<file path="config.mk">
export PLATFORM = sky130hd
export DESIGN_NAME = hfa_addr_tx
export DESIGN_NICKNAME = d
export VERILOG_FILES = /design/src/logic/hfa_pkg.sv /design/src/logic/hfa_addr_tx.sv
export SDC_FILE = /design/constraint.sdc
export NUM_CORES = 1
export LEC_CHECK = 0
export ABC_AREA = 1
export ABC_CLOCK_PERIOD_IN_PS = 4000
export BUFFER_PORTS_ARGS = -buffer_cell sky130_fd_sc_hd__buf_4
export CELL_PAD_IN_SITES_DETAIL_PLACEMENT = 0
export CELL_PAD_IN_SITES_GLOBAL_PLACEMENT = 1
export CORE_UTILIZATION = 35
export CTS_BUF_LIST = sky130_fd_sc_hd__clkbuf_4 sky130_fd_sc_hd__clkbuf_8
export DETAILED_ROUTE_END_ITERATION = 10
export PLACE_DENSITY_LB_ADDON = 0.1
export SLEW_MARGIN = 0
export SYNTH_ARGS = -nofsm -noshare
export SYNTH_HDL_FRONTEND = slang
export SYNTH_SLANG_ARGS = --single-unit
</file>
<file path="constraint.sdc">
create_clock -name clock -period 4 [get_ports clock]
set_clock_uncertainty 0.2 [all_clocks]
set_input_delay 0.6 -clock clock [delete_from_list [all_inputs] [get_ports clock]]
set_output_delay 0.6 -clock clock [all_outputs]
set_load 0.05 [all_outputs]
</file>
<file path="src/logic/hfa_pkg.sv">
// Package: register map, field layout and carrier types of the HDLC address/tx-load block
package hfa_pkg;
   // ----------------------------------------------------------------
   // Register offsets on the parallel register port
   // ----------------------------------------------------------------
   localparam logic [4:0] OFS_CONTROL1 = 5'h02;
   localparam logic [4:0] OFS_ADDR_MASKS = 5'h04;
   localparam logic [4:0] OFS_TX_LOAD = 5'h05;
   localparam logic [4:0] OFS_TX_LENGTH = 5'h06;
   localparam logic [4:0] OFS_STATUS = 5'h1c;

   // ----------------------------------------------------------------
   // Field positions
   // ----------------------------------------------------------------
   localparam int MASK2_HI = 15;
   localparam int MASK2_LO = 9;
   localparam int EN2_BIT = 8;
   localparam int MASK1_HI = 7;
   localparam int MASK1_LO = 2;
   localparam int MASK1_EXTRA_BIT = 1;
   localparam int EN1_BIT = 0;

   localparam int CTL_TX_FLUSH_BIT = 0;
   localparam int CTL_SEVEN_BIT = 2;
   localparam int CTL_CYCLE_BIT = 4;
   localparam int CTL_END_BIT = 6;
   localparam int CTL_ABORT_BIT = 7;
   localparam int CTL_RECOG_BIT = 8;
   localparam int CTL_TX_ON_BIT = 9;

   localparam int ST_EMPTY_BIT = 8;
   localparam int ST_FULL_BIT = 9;
   localparam int ST_MATCH_BIT = 10;

   // ----------------------------------------------------------------
   // Reset values, all-call patterns and sizes
   // ----------------------------------------------------------------
   localparam logic [15:0] REG_RESET = 16'h0000;
   localparam logic [5:0] ALL_CALL6 = 6'h3f;
   localparam logic [6:0] ALL_CALL7 = 7'h7f;
   localparam int TX_FIFO_DEPTH = 16;
   localparam int BITS_PER_BYTE = 8;

   // ----------------------------------------------------------------
   // Carriers
   // ----------------------------------------------------------------
   typedef struct packed {
      logic frameAbort;
      logic endOfPacket;
      logic [7:0] data;
   } hfa_tx_entry_s;

   typedef struct packed {
      logic valid;
      logic last;
      logic [7:0] data;
   } hfa_rx_byte_s;
endpackage : hfa_pkg
</file>
<file path="src/logic/hfa_addr_tx.sv">
// HDLC address recognition, tx FIFO load, byte count and LSB-first serialiser
`timescale 1ns/1ps
`default_nettype none

// ----------------------------------------------------------------
// Transmit FIFO
// ----------------------------------------------------------------
module hfa_fifo #(
   parameter int WIDTH = 10,
   parameter int DEPTH = 16
) (
   // Clock and reset
   input wire logic clock,
   input wire logic rst_n,
   input wire logic flush,
   // Fill side
   input wire logic inValid,
   output logic inReady,
   input wire logic [WIDTH-1:0] inData,
   // Drain side
   output logic outValid,
   input wire logic outReady,
   output logic [WIDTH-1:0] outData
);
   localparam int AW = $clog2(DEPTH);
   logic [WIDTH-1:0] mem [DEPTH];
   logic [AW-1:0] wrPtr_ff;
   logic [AW-1:0] rdPtr_ff;
   logic [AW:0] count_ff;
   logic doWr;
   logic doRd;

   assign inReady = (count_ff != DEPTH[AW:0]);
   assign outValid = (count_ff != '0);
   assign outData = mem[rdPtr_ff];
   assign doWr = inValid && inReady;
   assign doRd = outValid && outReady;

   // Flush clears pointers and count only; stored words are left as they were
   always_ff @(posedge clock) begin
      if (!rst_n || flush) begin
         wrPtr_ff <= '0;
         rdPtr_ff <= '0;
         count_ff <= '0;
      end else begin
         if (doWr) wrPtr_ff <= (wrPtr_ff == AW'(DEPTH - 1)) ? '0 : wrPtr_ff + 1'b1;
         if (doRd) rdPtr_ff <= (rdPtr_ff == AW'(DEPTH - 1)) ? '0 : rdPtr_ff + 1'b1;
         count_ff <= count_ff + (AW+1)'(doWr) - (AW+1)'(doRd);
      end
   end

   always_ff @(posedge clock) begin
      if (doWr) mem[wrPtr_ff] <= inData;
   end
endmodule : hfa_fifo

// How it works
// - Bits 15..9 of the mask register hold the 7-bit second-address-byte mask, bit 15 its MSB.
// - An all-ones received address bypasses both masks; a two-byte one only while bit 8 is set.
// - Bit 8 enables the second-byte mask; cleared, that mask takes no part.
// - With recognition on, a packet failing the compare never reaches the receive FIFO.
// - Two-byte all-call is honoured only while the second-byte enable is set.
// - Bits 7..2 hold the 6-bit first-byte mask, bit 7 its MSB.
// - Bit 1 is an extra first-byte mask bit, used only in seven-bit address mode.
// - Bit 0 enables the first-byte mask; cleared, that mask is ignored.
// - Single-byte all-call is honoured only while the first-byte enable is set.
// - Each byte written to the tx load register while the FIFO has room and flush is clear is tagged with end and abort and queued.
// - FIFO status seen by software lags the FIFO by a settling cycle.
// - Transmit bytes are serialised least significant bit first.
// - The length register counts data bytes only; software loads it that way.
// - A counter of bytes sent from the tx FIFO is readable in the status register.
// - With cycle set the byte counter reloads from the length register each time it ends.
// - In seven-bit mode a first byte with bit 0 set is the whole address.
module hfa_addr_tx #(
   parameter int FIFO_DEPTH = hfa_pkg::TX_FIFO_DEPTH
) (
   // Clock and reset
   input wire logic clock,
   input wire logic rst_n,
   // Parallel register port
   input wire logic regWrite,
   input wire logic regRead,
   input wire logic [4:0] regAddr,
   input wire logic [15:0] regWrData,
   output logic [15:0] regRdData,
   // Received byte stream from the deframer
   input wire logic rxByteValid,
   input wire logic rxByteFirst,
   input wire logic rxByteLast,
   input wire logic [7:0] rxByte,
   // Toward the receive FIFO
   output logic rxFifoValid,
   output logic rxFifoLast,
   output logic [7:0] rxFifoData,
   // Transmit serial side
   input wire logic txBitStrobe,
   output logic txBit,
   output logic txBitValid,
   output logic txEndOfPacket,
   output logic txFrameAbort
);
   // ----------------------------------------------------------------
   // Registers
   // ----------------------------------------------------------------
   typedef enum {RX_IDLE, RX_WAIT2, RX_EMIT2, RX_PASS, RX_DROP} hfa_rx_state_e;

   logic [15:0] masks_ff;
   logic [15:0] control_ff;
   logic [7:0] txLength_ff;
   logic [15:0] rdData_ff;
   logic wrMasks;
   logic wrControl;
   logic wrLoad;
   logic wrLength;

   assign wrMasks = regWrite && (regAddr == hfa_pkg::OFS_ADDR_MASKS);
   assign wrControl = regWrite && (regAddr == hfa_pkg::OFS_CONTROL1);
   assign wrLoad = regWrite && (regAddr == hfa_pkg::OFS_TX_LOAD);
   assign wrLength = regWrite && (regAddr == hfa_pkg::OFS_TX_LENGTH);

   always_ff @(posedge clock) begin
      if (!rst_n) begin
         masks_ff <= hfa_pkg::REG_RESET;
      end else if (wrMasks) begin
         masks_ff <= regWrData;
      end
   end

   // Reset bit self-clears on the next tx load, a later write wins
   always_ff @(posedge clock) begin
      if (!rst_n) begin
         control_ff <= hfa_pkg::REG_RESET;
      end else if (wrControl) begin
         control_ff <= regWrData;
      end else if (wrLoad) begin
         control_ff[hfa_pkg::CTL_TX_FLUSH_BIT] <= 1'b0;
      end
   end

   always_ff @(posedge clock) begin
      if (!rst_n) begin
         txLength_ff <= 8'h00;
      end else if (wrLength) begin
         txLength_ff <= regWrData[7:0];
      end
   end

   // ----------------------------------------------------------------
   // Address compare
   // ----------------------------------------------------------------
   logic seven;
   logic en1;
   logic en2;
   logic [7:0] firstHeld_ff;
   logic lastHeld_ff;
   logic matched_ff;
   hfa_rx_state_e rxState_ff;

   assign seven = control_ff[hfa_pkg::CTL_SEVEN_BIT];
   assign en1 = masks_ff[hfa_pkg::EN1_BIT];
   assign en2 = masks_ff[hfa_pkg::EN2_BIT];

   function automatic logic firstOk(input logic [7:0] b, input logic [15:0] m, input logic sv);
      logic eq;
      eq = (b[7:2] == m[hfa_pkg::MASK1_HI:hfa_pkg::MASK1_LO]);
      if (sv) eq = eq && (b[1] == m[hfa_pkg::MASK1_EXTRA_BIT]);
      return eq;
   endfunction : firstOk

   // Single-byte verdict
   function automatic logic matchOne(input logic [7:0] b, input logic [15:0] m, input logic sv);
      logic allCall;
      allCall = m[hfa_pkg::EN1_BIT] && (b[7:2] == hfa_pkg::ALL_CALL6);
      return allCall || !m[hfa_pkg::EN1_BIT] || firstOk(b, m, sv);
   endfunction : matchOne

   // Two-byte verdict
   function automatic logic matchTwo(input logic [7:0] b1, input logic [7:0] b2,
                                     input logic [15:0] m);
      logic allCall;
      logic ok2;
      allCall = m[hfa_pkg::EN2_BIT] && (b1[7:2] == hfa_pkg::ALL_CALL6)
                && (b2[7:1] == hfa_pkg::ALL_CALL7);
      ok2 = !m[hfa_pkg::EN2_BIT]
            || (b2[7:1] == m[hfa_pkg::MASK2_HI:hfa_pkg::MASK2_LO]);
      return allCall || ((!m[hfa_pkg::EN1_BIT] || firstOk(b1, m, 1'b0)) && ok2);
   endfunction : matchTwo

   logic singleAddr;
   logic recogOn;
   assign singleAddr = rxByte[0] || seven;
   assign recogOn = control_ff[hfa_pkg::CTL_RECOG_BIT];

   // Bytes are assumed to arrive with at least one idle cycle between them
   always_ff @(posedge clock) begin
      if (!rst_n) begin
         rxState_ff <= RX_IDLE;
         firstHeld_ff <= 8'h00;
         lastHeld_ff <= 1'b0;
         matched_ff <= 1'b0;
         rxFifoValid <= 1'b0;
         rxFifoLast <= 1'b0;
         rxFifoData <= 8'h00;
      end else begin
         rxFifoValid <= 1'b0;
         rxFifoLast <= 1'b0;
         case (rxState_ff)
            RX_EMIT2: begin
               rxFifoValid <= 1'b1;
               rxFifoData <= firstHeld_ff;
               rxFifoLast <= lastHeld_ff;
               rxState_ff <= lastHeld_ff ? RX_IDLE : RX_PASS;
            end
            default: begin
               if (rxByteValid && (rxByteFirst || rxState_ff == RX_IDLE)) begin
                  if (seven && !rxByte[0]) begin
                     // Seven-bit mode demands a one-byte address
                     matched_ff <= 1'b0;
                     rxState_ff <= (recogOn && !rxByteLast) ? RX_DROP : RX_IDLE;
                     if (!recogOn) begin
                        rxFifoValid <= 1'b1;
                        rxFifoData <= rxByte;
                        rxFifoLast <= rxByteLast;
                        rxState_ff <= rxByteLast ? RX_IDLE : RX_PASS;
                     end
                  end else if (singleAddr || rxByteLast) begin
                     matched_ff <= matchOne(rxByte, masks_ff, seven);
                     if (!recogOn || matchOne(rxByte, masks_ff, seven)) begin
                        rxFifoValid <= 1'b1;
                        rxFifoData <= rxByte;
                        rxFifoLast <= rxByteLast;
                        rxState_ff <= rxByteLast ? RX_IDLE : RX_PASS;
                     end else begin
                        rxState_ff <= rxByteLast ? RX_IDLE : RX_DROP;
                     end
                  end else begin
                     firstHeld_ff <= rxByte;
                     rxState_ff <= RX_WAIT2;
                  end
               end else if (rxByteValid && rxState_ff == RX_WAIT2) begin
                  matched_ff <= matchTwo(firstHeld_ff, rxByte, masks_ff);
                  if (!recogOn || matchTwo(firstHeld_ff, rxByte, masks_ff)) begin
                     rxFifoValid <= 1'b1;
                     rxFifoData <= firstHeld_ff;
                     firstHeld_ff <= rxByte;
                     lastHeld_ff <= rxByteLast;
                     rxState_ff <= RX_EMIT2;
                  end else begin
                     rxState_ff <= rxByteLast ? RX_IDLE : RX_DROP;
                  end
               end else if (rxByteValid && rxState_ff == RX_PASS) begin
                  rxFifoValid <= 1'b1;
                  rxFifoData <= rxByte;
                  rxFifoLast <= rxByteLast;
                  if (rxByteLast) rxState_ff <= RX_IDLE;
               end else if (rxByteValid && rxState_ff == RX_DROP && rxByteLast) begin
                  rxState_ff <= RX_IDLE;
               end
            end
         endcase
      end
   end

   // ----------------------------------------------------------------
   // Transmit FIFO load and drain
   // ----------------------------------------------------------------
   hfa_pkg::hfa_tx_entry_s loadEntry;
   hfa_pkg::hfa_tx_entry_s headEntry;
   logic fifoInReady;
   logic fifoOutValid;
   logic fifoPop;

   assign loadEntry.frameAbort = control_ff[hfa_pkg::CTL_ABORT_BIT];
   assign loadEntry.endOfPacket = control_ff[hfa_pkg::CTL_END_BIT];
   assign loadEntry.data = regWrData[7:0];

   hfa_fifo #(
      .WIDTH($bits(hfa_pkg::hfa_tx_entry_s)),
      .DEPTH(FIFO_DEPTH)
   ) txFifo (
      .clock(clock),
      .rst_n(rst_n),
      .flush(control_ff[hfa_pkg::CTL_TX_FLUSH_BIT]),
      .inValid(wrLoad),
      .inReady(fifoInReady),
      .inData(loadEntry),
      .outValid(fifoOutValid),
      .outReady(fifoPop),
      .outData(headEntry)
   );

   // Status lags the FIFO so software never sees a half-moved word
   logic stEmpty_ff;
   logic stFull_ff;
   always_ff @(posedge clock) begin
      if (!rst_n) begin
         stEmpty_ff <= 1'b1;
         stFull_ff <= 1'b0;
      end else begin
         stEmpty_ff <= !fifoOutValid;
         stFull_ff <= !fifoInReady;
      end
   end

   // ----------------------------------------------------------------
   // Serialiser and byte counter
   // ----------------------------------------------------------------
   logic [7:0] shift_ff;
   logic [3:0] bitsLeft_ff;
   logic endHeld_ff;
   logic abortHeld_ff;
   logic [7:0] remaining_ff;
   logic txEnable;

   assign txEnable = control_ff[hfa_pkg::CTL_TX_ON_BIT];
   assign fifoPop = txEnable && txBitStrobe && (bitsLeft_ff == 4'h0) && fifoOutValid;

   always_ff @(posedge clock) begin
      if (!rst_n) begin
         shift_ff <= 8'h00;
         bitsLeft_ff <= 4'h0;
         endHeld_ff <= 1'b0;
         abortHeld_ff <= 1'b0;
         txBit <= 1'b0;
         txBitValid <= 1'b0;
         txEndOfPacket <= 1'b0;
         txFrameAbort <= 1'b0;
      end else begin
         txBitValid <= 1'b0;
         txEndOfPacket <= 1'b0;
         txFrameAbort <= 1'b0;
         if (fifoPop) begin
            txBit <= headEntry.data[0];
            txBitValid <= 1'b1;
            shift_ff <= {1'b0, headEntry.data[7:1]};
            bitsLeft_ff <= 4'(hfa_pkg::BITS_PER_BYTE - 1);
            endHeld_ff <= headEntry.endOfPacket;
            abortHeld_ff <= headEntry.frameAbort;
         end else if (txBitStrobe && bitsLeft_ff != 4'h0) begin
            txBit <= shift_ff[0];
            txBitValid <= 1'b1;
            shift_ff <= {1'b0, shift_ff[7:1]};
            bitsLeft_ff <= bitsLeft_ff - 4'h1;
            if (bitsLeft_ff == 4'h1) begin
               txEndOfPacket <= endHeld_ff;
               txFrameAbort <= abortHeld_ff;
            end
         end
      end
   end

   // Counts down per byte popped; sent count is length minus what is left
   always_ff @(posedge clock) begin
      if (!rst_n) begin
         remaining_ff <= 8'h00;
      end else if (wrLength) begin
         remaining_ff <= regWrData[7:0];
      end else if (fifoPop) begin
         if (remaining_ff == 8'h01 && control_ff[hfa_pkg::CTL_CYCLE_BIT]) begin
            remaining_ff <= txLength_ff;
         end else if (remaining_ff != 8'h00) begin
            remaining_ff <= remaining_ff - 8'h01;
         end
      end
   end

   // ----------------------------------------------------------------
   // Read path
   // ----------------------------------------------------------------
   logic [15:0] statusWord;
   always_comb begin
      statusWord = 16'h0000;
      statusWord[7:0] = txLength_ff - remaining_ff;
      statusWord[hfa_pkg::ST_EMPTY_BIT] = stEmpty_ff;
      statusWord[hfa_pkg::ST_FULL_BIT] = stFull_ff;
      statusWord[hfa_pkg::ST_MATCH_BIT] = matched_ff;
   end

   // Load register is write-only and reads as zero
   always_ff @(posedge clock) begin
      if (!rst_n) begin
         rdData_ff <= 16'h0000;
      end else if (regRead) begin
         if (regAddr == hfa_pkg::OFS_ADDR_MASKS) begin
            rdData_ff <= masks_ff;
         end else if (regAddr == hfa_pkg::OFS_CONTROL1) begin
            rdData_ff <= control_ff;
         end else if (regAddr == hfa_pkg::OFS_TX_LENGTH) begin
            rdData_ff <= {8'h00, txLength_ff};
         end else if (regAddr == hfa_pkg::OFS_STATUS) begin
            rdData_ff <= statusWord;
         end else begin
            rdData_ff <= 16'h0000;
         end
      end
   end

   assign regRdData = rdData_ff;
endmodule : hfa_addr_tx

`default_nettype wire

</file>
Yosys cells after proc, flatten, opt, wreduce, memory -nomap -nowiden
Memories as Yosys holds them, arrays and structs flattened. A register that Yosys moved wholly into a read port is not among the register bits. Cells that the tools add are included.

Bits in registers: 148. RAM bits: 160. Input port bits: 37. Output and inout bits: 30. Logic and storage cells: 212. Memories kept: 1.

Memories: txFifo.mem (words 16, bits a word 10, read ports 1, clocked after Yosys merged registers in 1, wr ports 1, RTL line hfa_addr_tx.sv:26) `logic [WIDTH-1:0] mem [DEPTH];`.

Add/sub/neg operators: 7. Equality and inequality tests: 29. Multiplexer cells: 80. Bitwise logic cells: 5. Reduce and logical (&&, ||, !) cells: 63.

Operators with widths (number): 32-bit 2-to-1 mux (8); 8-bit 2-to-1 mux (18); 32-bit by 2-bit == test with 1-bit output (second input constant) (2); 1-bit 2-to-1 mux (35); 32-bit by 3-bit == test with 1-bit output (second input constant) (1); 32-bit by 4-bit == test with 1-bit output (second input constant) (1); 32-bit logical NOT (1); 16-bit 2-to-1 mux (2); 1-bit logical AND (23); 11-bit 2-to-1 mux (2); 3-bit 2-to-1 mux (7); 4-bit 2-to-1 mux (4); 5-bit by 3-bit == test with 1-bit output (second input constant) (3); 7-bit 2-to-1 mux (2); 6-bit == test (2); 6-bit == test (second input constant) (2); 1-bit logical OR (11); 5-bit AND reduction (2); 2-bit nonzero test (5); 5-bit nonzero test (2); 4-bit by 1-bit adder with 4-bit output (second input constant) (2); 4-bit == test (second input constant) (2); 8-bit by 1-bit == test with 1-bit output (second input constant) (1); 1-bit logical NOT (8); other kinds (29) (38).

Longest topological paths before layout
Gate-level depths: netlist of the first run.

Depth in word-level cells: 15. Mapped depth: 17.

Cells and area by module
A second synthesis of the first run with hierarchy kept.

Cells, all modules: 1536. Area total of the unflattened synthesis: 13095.1 µm².

By module, submodules not included: hfa_fifo (times used 1, cells an instance 728, area an instance 7627.3 µm², seq. area each 5144.9 µm²); hfa_addr_tx (times used 1, cells an instance 808, area an instance 5467.7 µm², seq. area each 2122.0 µm²).

Worst setup path before layout of the first run
OpenSTA, ideal clock, no wires.

Kind: input to register. From: in txBitStrobe. To: reg txFifo.count_ff[4]. Data arrival time: 2.572 ns. Required time: 3.672 ns. Slack: 1.100 ns. Stages on the path: 14. Buffers on the path: 1. Cells stage by stage: nand2_1 > nor2_1 > nand2_1 > inv_2 > clkbuf_1 > ha_1 > inv_1 > ha_1 > inv_1 > fa_1 > nor3_1 > a211oi_1 > o21ai_0 > a21oi_1.

Longest elaborated chain between the ends: 5.

Ends and longest elaborated chain: start: declaration (RTL line hfa_addr_tx.sv:96) `input wire logic txBitStrobe,`; 1-bit logical AND (3 in series) (RTL line hfa_addr_tx.sv:316) `assign fifoPop = txEnable && txBitStrobe && (bitsLeft_ff == 4'h0) && fifoOutValid;`; 1-bit logical AND (RTL line hfa_addr_tx.sv:37) `assign doRd = outValid && outReady;`; 5-bit by 1-bit subtractor with 5-bit output (RTL line hfa_addr_tx.sv:48) `count_ff <= count_ff + (AW+1)'(doWr) - (AW+1)'(doRd);`; end signal: assignment (RTL line hfa_addr_tx.sv:48); end: declaration (RTL line hfa_addr_tx.sv:29) `logic [AW:0] count_ff;`.

Every way passes these cells. A chain may end at the register's enable or synchronous reset.

Worst setup path after layout of the first run
From: reg txFifo.count_ff[3]. To: reg txFifo.count_ff[4].

Longest elaborated chain between the ends: 4. Elaborated cells between the ends (all ways): 7.

Ends and longest elaborated chain (RTL line): 5-bit inequality test or 5-bit nonzero test (tied branches) (hfa_addr_tx.sv:33, hfa_addr_tx.sv:34); 1-bit logical AND, on equally long branches (hfa_addr_tx.sv:36, hfa_addr_tx.sv:316); 5-bit by 1-bit adder with 5-bit output or 1-bit logical AND (tied branches) (hfa_addr_tx.sv:48, hfa_addr_tx.sv:37); 5-bit by 1-bit subtractor with 5-bit output * (hfa_addr_tx.sv:48).

Mark *: on every way between the ends. The rest lies on a longest branch, timed or not.

==> metrics.md, run 1 <==
| Metric | Value |
|---|---|
| Status | `finished, final reports clean` |
| Part of the power in combinational logic | `between 10% and 20%` |
| #FFs+latches synth | `283` |
| Kind of critical path | `flip-flop to flip-flop` |
| Final-stage net count | `1532` |
| Floorplan Core Area | `~0.035 mm^2` |
| Pwr dens | `between 400 and 500 mW/mm^2` |
| Total global-route track usage | `20.16%` |
| Leakage power figure | `approximately 5.7 nW` |
| Clk root buf | `clkbuf_8` |
| Placer congestion estimate | `between 0.8 and 0.9` |
| CTS tree | `yes` |
| Overflow after GRT | `0` |
| Post-DP HPWL | `between 20000 and 25000 um` |
| Row cnt | `around 70` |
| Met2 Usage GRT | `33.62%` |
| HP Class | `input pin to flip-flop` |
| Final Worst Setup Slack | `about 1000 ps` |
| Initial DRC count | `540` |
| Number of global-route vias before repair | `9688` |
| Starting Density | `between 30% and 40%` |
| Die Y | `roughly 190 um` |
| CP Capture Type | `flip-flop` |
| Clk buf depth | `3` |
| Final ANT Viol Nets | `0` |
| Top cell type's share of synthesized area | `approximately two fifths` |
| Pre-CTS setup slack | `between 900 and 1000 ps` |
| Wire per inst | `18.58 um` |
| Met1 GRT Util | `27.21%` |
| Antenna violations before repair | `0` |
| Slew HR | `between 40% and 50%` |
| Startpoint types | `flip-flop` |
| First-pass GRT wire length | `around 56000 um` |
| Worst Max-Slew Pin Slew | `849.6 ps` |
| DR pass1 iterations | `5` |
| Met3 global-route usage | `under 10%` |
| Post-Syn Nets | `approximately 1400` |
| Busiest grt layer | `met2` |
| Hold WS | `64.93 ps` |
| Most common cell in the netlist | `nand2_1` |
| Port bufs | `66` |
| Number of instances resized during post-cts repair | `0` |
| Sw Pwr | `1.850 mW` |
| Sequential Power Share | `a little under half` |
| RSZ-0062 raised after global routing | `no` |
| Synthesized instance count | `1384` |
| Internal power | `around 5 mW` |
| Fin. max-slew vios | `0` |
| Post-synth top cells | `nand2_1 (219), nor2_1 (190), edfxtp_1 (160), o21ai_0 (159), inv_1 (141)` |
| FMAX | `335.0 MHz` |
| Fill cells | `approximately 3500` |
| Worst-path fanout max | `14` |
| Total wire length | `~37000 um` |
| Max-Cap Viols | `0` |
| Post-synth EDFFs | `160` |
| Clock Power Share | `~42%` |
| Top FF cell, synth | `edfxtp_1` |
| Area growth syn-to-layout | `16.88%` |
| Detail-routed via count per cell | `around 5.0` |
| Clock slew at reported path FFs | `50 ps` |
| TritonCTS Buffers | `~50` |
| Final setup viols | `0` |
| Post-layout util | `between 40% and 50%` |
| Worst-Skew Late Latency | `about 590 ps` |
| CTS Sinks | `between 200 and 300` |
| Die W | `about 190 um` |
| Mean Syn Cell Area | `9.119 um^2` |
| Post-route DRC | `0` |
| Final hold viol count | `0` |
| Async SR Flop Fraction | `0%` |
| Final min period | `~3000 ps` |
| Ys Warns | `0` |
| Vias | `about 9800` |
| Syn Std Cell Area | `approximately 0.013 mm^2` |
| Maximum vdd drop | `between 200 and 300 uV` |
| Post-synthesis sequential area ratio | `between 50% and 60%` |
| Crit path DAT | `roughly 3200 ps` |
| Top cells by area, synth | `edfxtp_1 (38%), dfxtp_1 (20%), nand2_1 (6.5%), o21ai_0 (6.3%), nor2_1 (5.7%)` |
| Hold Buf Count CTS | `0` |
| Die area | `between 0.03 and 0.04 mm^2` |
| Area leader, netlist | `edfxtp_1` |
| Post-synthesis cell type count | `44` |
| Final TNS setup | `0 ps` |
| H-Tree Depth | `2` |
| Largest net degree at the start of global routing | `approximately 80` |
| Layout cells sized above 1 | `between 10 and 15%` |
| Post-CTS setup buffer count | `0` |
| Required time of the critical path | `between 4000 and 5000 ps` |
| Net Sw Frac | `26.68%` |
| I/O Pins | `67` |
| Final worst-path cycle share | `74.63%` |
[per-layer routing]
metal,vias up,share of wire [%]
met5,-,0
met4,0,2.1
met3,58,3.4
met2,177,47
met1,4649,48
li1,4925,-
[final timing paths]
check / slack (ps) / end / startpoint / cells after the start
max: 1010 / txFifo.count_ff[4] / txFifo.count_ff[3] / 16
min: 60 / masks_ff[15] / regWrData[15] / 3
max reg2reg: 1010 / txFifo.count_ff[4] / txFifo.count_ff[3] / 16
min reg2reg: 240 / txFrameAbort / abortHeld_ff / 2
[critical path, stage by stage, from the launching register on]
cell	delay (ps)
dfxtp_1	320
inv_1	70
ha_1	130
nand3_1	100
nor2_1	100
inv_1	60
nand2_1	360
inv_2	70
ha_1	270
inv_1	50
ha_1	150
inv_1	60
fa_1	430
nor3_1	200
a211oi_1	80
o21ai_0	160
a21oi_1	50
[power by group through the flow]
stage	registers [mW]	logic (mW)	clock network (mW)
3_3_place_gp	3.27	0.796	0
2_1_floorplan	3.37	0.436	0
5_1_grt	3.21	0.879	3.15
4_1_cts	3.21	0.795	3.02
6_report	3.21	0.784	2.94
3_5_place_dp	3.27	0.792	0
[sequential cells by signal, indices dropped and copies added, names as in the netlist, 3 cells and up, named ones only]
signal	flops
shift_ff	7
regRdData	16
rxFifoData	8
bitsLeft_ff	4
txFifo.count_ff	5
firstHeld_ff	8
txFifo.mem	160
txFifo.wrPtr_ff	4
masks_ff	16
txFifo.rdPtr_ff	4
txLength_ff	8
rxState_ff	3
control_ff	16
remaining_ff	8
[final cells by class]
type / count / area (um^2) / share of cell area, %
sequential: 283 / 7268 / 49.27
multi-input combinational: 888 / 4494 / 30.47
clock buffer: 78 / 985.9 / 6.684
timing repair buffer: 97 / 728.2 / 4.936
tap: 461 / 576.8 / 3.910
inverter: 149 / 561.8 / 3.808
clock inverter: 15 / 133.9 / 0.9075
antenna: 1 / 2.502 / 0.01696
[metrics by stage]
step	area (um^2)	instances	total power, mW
floorplan	12620	1384	3.810
global placement	13630	1878	4.063
detailed placement	13630	1878	4.060
CTS	14750	1971	7.020
global route	14750	1971	7.244
finish	14750	1972	6.934
[cells by family (layout without fill, tap and decap cells)]
| logic type | Yosys count | count (layout) | synth area share [%] |
|---|---|---|---|
| compound gates | 336 | 336 | 15.28 |
| xor+xnor | 9 | 9 | 0.6245 |
| fa+ha+maj | 25 | 25 | 2.597 |
| buf+inv | 213 | 339 | 6.850 |
| flops | 283 | 283 | 57.58 |
| other cells | 0 | 1 | 0 |
| simple gates | 518 | 518 | 17.07 |
[placed cells by master (no fill, tap or decap), drive strengths merged, types with 15 or more instances in the layout]
cell	netlist	routed
nand2	223	223
nor2	195	195
o21ai	163	163
edfxtp	160	160
inv	145	147
dfxtp	123	123
buf	14	97
a21oi	86	86
clkbuf	49	78
nand3	70	70
o221ai	30	30
o211ai	23	23
ha	23	23
clkinv	4	15
Note: power is estimated with default switching activity, not from simulation.
==> inputs of run 2 (changes only) <==
Settings changed: ABC_CLOCK_PERIOD_IN_PS 4000 to 3000.
Clock period 4 ns to 3 ns, I/O delays scaled along.
==> run 2 against run 1 <==
Net effect: fmax grew 13%; clock-buffer cell count shrank 4; sequential share of layout area shrank 0.55 points; cell area grew 1.1%; sequential power grew 33%; core utilization grew 0.47 points; largest cell class unchanged; die area is the same.
==> metrics.md, run 2 (synthesis results as in run 1) <==
| Metric | Value |
|---|---|
| TritonCTS Buffers | `50 (-2.0%)` |
| Cell Chain, Critical Path | `inv_1, ha_1, nand3_1, nor2_1, inv_1, nand2_1, inv_2, ha_1, inv_1, ha_1, inv_1, fa_1, nor3_1, a211oi_1, o21ai_0, a21oi_1` |
| I/O Pins | `67 (unchanged)` |
| Clk root buf | `clkbuf_8` |
| Clock Power Share | `40.9% (-1.5 points)` |
| Placer congestion estimate | `0.7782 (-2.9%)` |
| Startpoint types | `flip-flop` |
| DR pass1 iterations | `5 (unchanged)` |
| Layout cells sized above 1 | `14.01% (+0.36 points)` |
| Max FFs per register | `160 (unchanged)` |
| Status | `finished, final reports clean` |
| Final min period | `2653 ps (-332.3 ps)` |
| Maximum vdd drop | `307.9 uV (+14%)` |
| Die Y | `191.9 um (unchanged)` |
| Initial DRC count | `571 (+5.7%)` |
| FMAX | `377.0 MHz (+13%)` |
| Fin. max-slew vios | `0 (unchanged)` |
| Kind of critical path | `flip-flop to flip-flop` |
| Number of instances resized during post-cts repair | `0 (unchanged)` |
| Post-CTS setup buffer count | `0 (unchanged)` |
| Hold Buf Count CTS | `17 (+17)` |
| Commonest non-fill, non-tap cells in the layout | `nand2_1 (219), nor2_1 (190), edfxtp_1 (160)` |
| Port bufs | `66 (unchanged)` |
| Commonest non-fill, non-tap cell in the layout | `nand2_1` |
| Final Worst Setup Slack | `347.2 ps (-667.7 ps)` |
| Wire per inst | `18.51 um (-0.38%)` |
| Worst Max-Slew Pin Slew | `823.4 ps (-26.25 ps)` |
| Final ANT Viol Nets | `0 (unchanged)` |
| Row cnt | `69 (unchanged)` |
| Vias | `9867 (+0.59%)` |
| Number of global-route vias before repair | `9779 (+0.94%)` |
| Total global-route track usage | `20.42% (+0.26 points)` |
| Final TNS setup | `0 ps (unchanged)` |
| Non-filler cells in the finished layout | `1989 (+0.86%)` |
| Pwr dens | `606.6 mW/mm^2 (+29%)` |
| Starting Density | `35.57% (unchanged)` |
| Post-DP HPWL | `23750 um (-0.33%)` |
| Antenna violations before repair | `0 (unchanged)` |
| Final worst-path cycle share | `88.43% (+14 points)` |
| Multi-input gate area | `0.004494 mm^2 (unchanged)` |
| Sw Pwr | `2.457 mW (+33%)` |
| Sequential Power Share | `47.2% (+1.0 points)` |
| CTS Sinks | `283 (unchanged)` |
| Fill cells | `3579 (+1.6%)` |
| Leakage power figure | `5.788 nW (+1.5%)` |
| Crit path DAT | `2900 ps (-340 ps)` |
| Die area | `0.03682 mm^2 (unchanged)` |
| Worst-path fanout max | `3 (-11)` |
| Total inserted antenna cells | `0 (-1)` |
| Slew HR | `45.05% (+1.7 points)` |
| Final setup viols | `0 (unchanged)` |
| CTS tree | `yes` |
| Die W | `191.9 um (unchanged)` |
| Net Sw Frac | `27.16% (+0.47 points)` |
| Final hold viol count | `0 (unchanged)` |
| Post-layout util | `42.04% (+0.47 points)` |
| Largest net degree at the start of global routing | `81 (unchanged)` |
| Clk buf depth | `3 (unchanged)` |
| Total wire length | `36810 um (+0.48%)` |
| Max-Cap Viols | `0 (unchanged)` |
| WP buf/inv | `5 (unchanged)` |
| Detail-routed via count per cell | `4.961 (-0.27%)` |
| Post-route DRC | `0 (unchanged)` |
| Largest register by flop count | `txFifo.mem` |
| Overflow after GRT | `0 (unchanged)` |
| Floorplan Core Area | `0.03548 mm^2 (unchanged)` |
| H-Tree Depth | `2 (unchanged)` |
| Clock slew at reported path FFs | `60 ps (about the same)` |
| Part of the power in combinational logic | `11.9% (+0.6 points)` |
| Area growth syn-to-layout | `18.19%` |
| Crit path max-delay family | `adder cells` |
| Flip-flop and latch area | `0.007268 mm^2 (unchanged)` |
| First-pass GRT wire length | `56580 um (+0.45%)` |
| Placed cell count | `1886 (+0.43%)` |
| Most used cell, CP | `inv_1` |
| Required time of the critical path | `3250 ps (-1010 ps)` |
| Final-stage net count | `1556 (+1.6%)` |
| Worst-Skew Late Latency | `590 ps (about the same)` |
| Pre-CTS setup slack | `196.7 ps (-729.8 ps)` |
| HP Class | `input pin to flip-flop` |
| Internal power | `6.592 mW (+30%)` |
| CP Capture Type | `flip-flop` |
| Critical path's largest stage delay | `430 ps (about the same)` |
| CP max-delay cell | `fa_1` |
| RSZ-0062 raised after global routing | `no` |
-- run 2: cell count changes in the layout (fill, tap and decap cells not counted), moves of 3 or more --
cell / change
clkinv_2: +5
buf_12: +3
buf_4: +5
dlygate4sd3_1: +17
clkinv_1: -7
clkbuf_8: -5
-- run 2: power by group through the flow --
stage / clock network (mW) / logic, mW / registers [mW]
final: 3.70 / 1.07 / 4.28
after global routing: 3.96 / 1.23 / 4.29
after CTS: 3.81 / 1.09 / 4.28
after detailed placement: 0 / 1.07 / 4.36
after global placement: 0 / 1.07 / 4.36
after floorplan: 0 / 0.581 / 4.50
-- run 2: cell type report --
class	instances	share of cell area, %
clock buffers	74	6.199
well taps	461	3.867
clock inverters	12	0.6375
multi-input cells	888	30.13
inverters	149	3.766
flip-flops and latches	283	48.73
repair buffers	122	6.677
-- run 2: per-stage QoR --
stage | total power, mW | cell area, um^2 | hold slack (ps)
detailed placement | 5.424 | 13730 | 247.1
finish | 9.049 | 14920 | 41.89
global route | 9.477 | 14920 | 25.35
CTS | 9.175 | 14920 | 3.111
global placement | 5.425 | 13730 | 239.3
floorplan | 5.080 | 12620 | 208.5
-- run 2: layer usage --
layer	global-route usage, %	wire, um	up-vias
met2	34.31	17200	171
met5	0	0	-
met3	3.271	1399	42
met1	27.24	17600	4685
met4	5.189	605	0
li1	-	-	4969
-- run 2: path summary, 6_finish.rpt --
kind | from | to | slack [ps] | cells after the start
max reg2reg | txFifo.count_ff[3] | txFifo.count_ff[4] | 350 | 16
min reg2reg | abortHeld_ff | txFrameAbort | 250 | 2
max | txFifo.count_ff[3] | txFifo.count_ff[4] | 350 | 16
min | regRead | regRdData[6] | 40 | 3
-- run 2: worst reg2reg max path, stage by stage, from the launching register on --
cell and delay, ps:
dfxtp_1 320, inv_1 80, ha_1 150, nand3_1 90
nor2_1 90, inv_1 60, nand2_1 80, inv_2 40
ha_1 260, inv_1 50, ha_1 150, inv_1 60
fa_1 430, nor3_1 190, a211oi_1 80, o21ai_0 150
a21oi_1 50
==> inputs of run 3 (changes only) <==
Settings changed: ABC_AREA 1 to default, CTS_CLUSTER_DIAMETER from default to 120.
==> run 3 against run 2 <==
Net effect: global-route usage decreased by 1.7 points; cell count decreased by 17%; area after synthesis decreased by 2.0%; clock-buffer cell count increased by 6; non-clock buffer count increased by 18; combinational power decreased by 23%; sequential power decreased by 1%; first-iteration DRC count increased by 5.3%; highest routed layer unchanged; worst setup slack got worse by 200 ps; register-to-register slack got worse by 160 ps; die area decreased by 2.0%; via count decreased by 14%.
==> metrics.md, run 3 <==
| Metric | Value |
|---|---|
| Status | `finished, final reports clean` |
| Adder-cell share of the synthesized area | `2.650% (+0.053 points)` |
| #FFs+latches synth | `283 (unchanged)` |
| Xor/xnor share of the synthesized area | `2.691% (+2.1 points)` |
| Final Instance Area | `0.01502 mm^2 (+0.71%)` |
| Largest net degree at the start of global routing | `38 (-53%)` |
| Placed cell areas | `0.01368 mm^2 (-0.36%)` |
| Final-stage net count | `1218 (-22%)` |
| Pwr dens | `583.5 mW/mm^2 (-3.8%)` |
| I/O Pins | `67 (unchanged)` |
| CP Capture Type | `flip-flop` |
| Commonest non-fill, non-tap cells in the layout | `edfxtp_1 (160), nand2_1 (124), dfxtp_1 (119)` |
| Max-Cap Viols | `0 (unchanged)` |
| Clk buf depth | `3 (unchanged)` |
| Overflow after GRT | `0 (unchanged)` |
| Overall power | `8.766 mW (-3.1%)` |
| Antenna violations before repair | `0 (unchanged)` |
| Clock slew at reported path FFs | `60 ps (about the same)` |
| Most used cell, CP | `dlygate4sd3_1` |
| Detail-routed via count per cell | `5.124 (+3.3%)` |
| Flip-flop and latch area | `0.007272 mm^2 (about the same)` |
| Compound-gate portion of the synthesized area | `10.60% (-4.7 points)` |
| Required time of the critical path | `3320 ps (+70 ps)` |
| Fill cells | `3286 (-8.2%)` |
| Starting Density | `35.72% (+0.15 points)` |
| Clk root buf | `clkbuf_8` |
| Most common cell in the netlist | `edfxtp_1` |
| Post-synth top cells | `edfxtp_1 (160), nand2_1 (124), dfxtp_1 (123), a21oi_1 (85), nor2_1 (63)` |
| Post-synthesis cell type count | `64 (+45%)` |
| Placed cell count | `1532 (-19%)` |
| Mean Syn Cell Area | `12.13 um^2 (+33%)` |
| Largest register by flop count | `txFifo.mem` |
| Synthesized instance count | `1020 (-26%)` |
| Maximum vdd drop | `253.3 uV (-18%)` |
| Proportion of synthesized area in mux cells | `10.97% (+11 points)` |
| Post-DP HPWL | `21940 um (-7.6%)` |
| Number of global-route vias before repair | `8564 (-12%)` |
| Post-Syn Nets | `1082 (-25%)` |
| Slew HR | `26.33% (-19 points)` |
| CTS Sinks | `283 (unchanged)` |
| Worst-path fanout max | `7 (+4)` |
| Post-route DRC | `0 (unchanged)` |
| Top cell type's share of synthesized area | `38.85% (+0.78 points)` |
| Leakage power figure | `5.205 nW (-10%)` |
| Non-filler cells in the finished layout | `1651 (-17%)` |
| CP max-delay cell | `or4_4` |
| H-Tree Depth | `2 (unchanged)` |
| Placer congestion estimate | `0.7547 (-3.0%)` |
| Final worst-path cycle share | `95.08% (+6.7 points)` |
| Top cells by area, synth | `edfxtp_1 (39%), dfxtp_1 (20%), mux4_2 (9.1%), nand2_1 (3.8%), a21oi_1 (3.4%)` |
| CTS tree | `yes` |
| Die Y | `190.0 um (-1.0%)` |
| Final ANT Viol Nets | `0 (unchanged)` |
| TritonCTS Buffers | `51 (+2.0%)` |
| Final min period | `2853 ps (+199.7 ps)` |
| HP Class | `input pin to flip-flop` |
| RSZ-0062 raised after global routing | `no` |
| Post-synthesis sequential area ratio | `58.76% (+1.2 points)` |
| First-pass GRT wire length | `51230 um (-9.5%)` |
| Startpoint types | `input pin` |
| Cell Chain, Critical Path | `dlygate4sd3_1, buf_4, nand4_1, or4_4, o2111ai_1, a22oi_1, nor2_4, mux2i_1, dlygate4sd3_1` |
| Final setup viols | `0 (unchanged)` |
| Fin. max-slew vios | `0 (unchanged)` |
| Main combinational cell family by area after synthesis | `simple AND/OR/NAND/NOR gates` |
| Layout cells sized above 1 | `24.08% (+10 points)` |
| Async SR Flop Fraction | `0% (unchanged)` |
| Vias | `8459 (-14%)` |
| Post-synth EDFFs | `160 (unchanged)` |
| Multi-input gate area | `0.004755 mm^2 (+5.8%)` |
| Row cnt | `68 (-1.4%)` |
| Total inserted antenna cells | `0 (unchanged)` |
| Final hold viol count | `0 (unchanged)` |
| Ys Warns | `0 (unchanged)` |
| Total wire length | `32980 um (-10%)` |
| Final TNS setup | `0 ps (unchanged)` |
| DR pass1 iterations | `4 (-1)` |
| Worst Max-Slew Pin Slew | `1100 ps (+276.5 ps)` |
| Crit path DAT | `3170 ps (+270 ps)` |
| FMAX | `350.6 MHz (-7.0%)` |
| Commonest non-fill, non-tap cell in the layout | `edfxtp_1` |
| Floorplan Core Area | `0.03463 mm^2 (-2.4%)` |
| Total global-route track usage | `18.75% (-1.7 points)` |
| Die W | `190.0 um (-1.0%)` |
| Area leader, netlist | `edfxtp_1` |
| Syn Std Cell Area | `0.01237 mm^2 (-2.0%)` |
| Wire per inst | `19.98 um (+7.9%)` |
| Worst-Skew Late Latency | `600 ps (about the same)` |
| Max FFs per register | `160 (unchanged)` |
| Kind of critical path | `input pin to flip-flop` |
| Critical path's largest stage delay | `550 ps (+120 ps)` |
| Top FF cell, synth | `edfxtp_1` |
| Area growth syn-to-layout | `21.47%` |
| Port bufs | `66 (unchanged)` |
| Die area | `0.03609 mm^2 (-2.0%)` |
| Initial DRC count | `601 (+5.3%)` |
| Post-Synth Simple-Gate Area | `11.15% (-5.9 points)` |
run 3: where the power goes:
group          leakage [nW]  total [mW]  internal (mW)  switching, mW
Sequential             2.50        4.22           4.16         0.0601
Clock                 0.575        3.72           2.11           1.61
Combinational          2.13       0.824          0.304          0.520
Total                  5.21        8.77           6.58           2.19
run 3: final timing paths:
kind / from / to / slack (ps) / cells past startpoint
worst max-delay path: rxByte[7] / firstHeld_ff[2] / 150 / 9
worst min-delay path: regWrData[7] / txFifo.mem[14][7] / 50 / 1
worst max register to register: txFifo.count_ff[3] / txFifo.count_ff[4] / 190 / 16
worst min register to register: control_ff[1] / control_ff[1] / 250 / 2
run 3: cells by family (layout without fill, tap and decap cells):
family | after synthesis | count (layout)
AOI/OAI and AO/OA | 208 | 208
xor gates and xnor gates | 38 | 38
adders and majority gates | 25 | 25
buffers and inverters | 95 | 271
DFF | 283 | 283
muxes | 73 | 73
and+or+nand+nor | 298 | 298
run 3: layout make-up:
| type | count | share of cell area (%) |
|---|---|---|
| Tap cell | 455 | 3.789 |
| Multi-Input combinational cell | 642 | 31.65 |
| Sequential cell | 283 | 48.40 |
| Inverter | 38 | 0.9494 |
| Timing Repair Buffer | 140 | 8.079 |
| Clock buffer | 80 | 6.621 |
| Clock inverter | 13 | 0.5080 |
run 3: per-layer routing:
layer  wire, um  vias up  GRT usage [%]
met3       1332       39          3.320
met4        528        0          5.180
met1      16490     4179          27.68
li1           -     4074              -
met2      14640      167          28.09
met5          0        -              0
run 3: critical path, delay by kind of cell:
family / cells / cell delay, ps
buf+inv: 3 / 1250
simple gates: 3 / 870
compound gates: 2 / 390
mux: 1 / 200
run 3: metrics by stage:
stage / hold WS [ps] / utilization [%] / setup WS (ps)
global placement: 241.6 / 39.50 / 32.71
finish: 51.23 / 43.38 / 147.5
CTS: 7.138 / 43.17 / 1.423
floorplan: 229.1 / - / 12.86
detailed placement: 247.0 / 39.50 / 6.219
global route: 12.39 / 43.38 / 14.43
run 3: what timing repair did:
action                                  CTS  global route
endpoints found under the setup margin    0             3
buffers inserted                          0             6
hold buffers                             20             0
endpoints found under the hold margin    26             0
resized for setup                         0            10
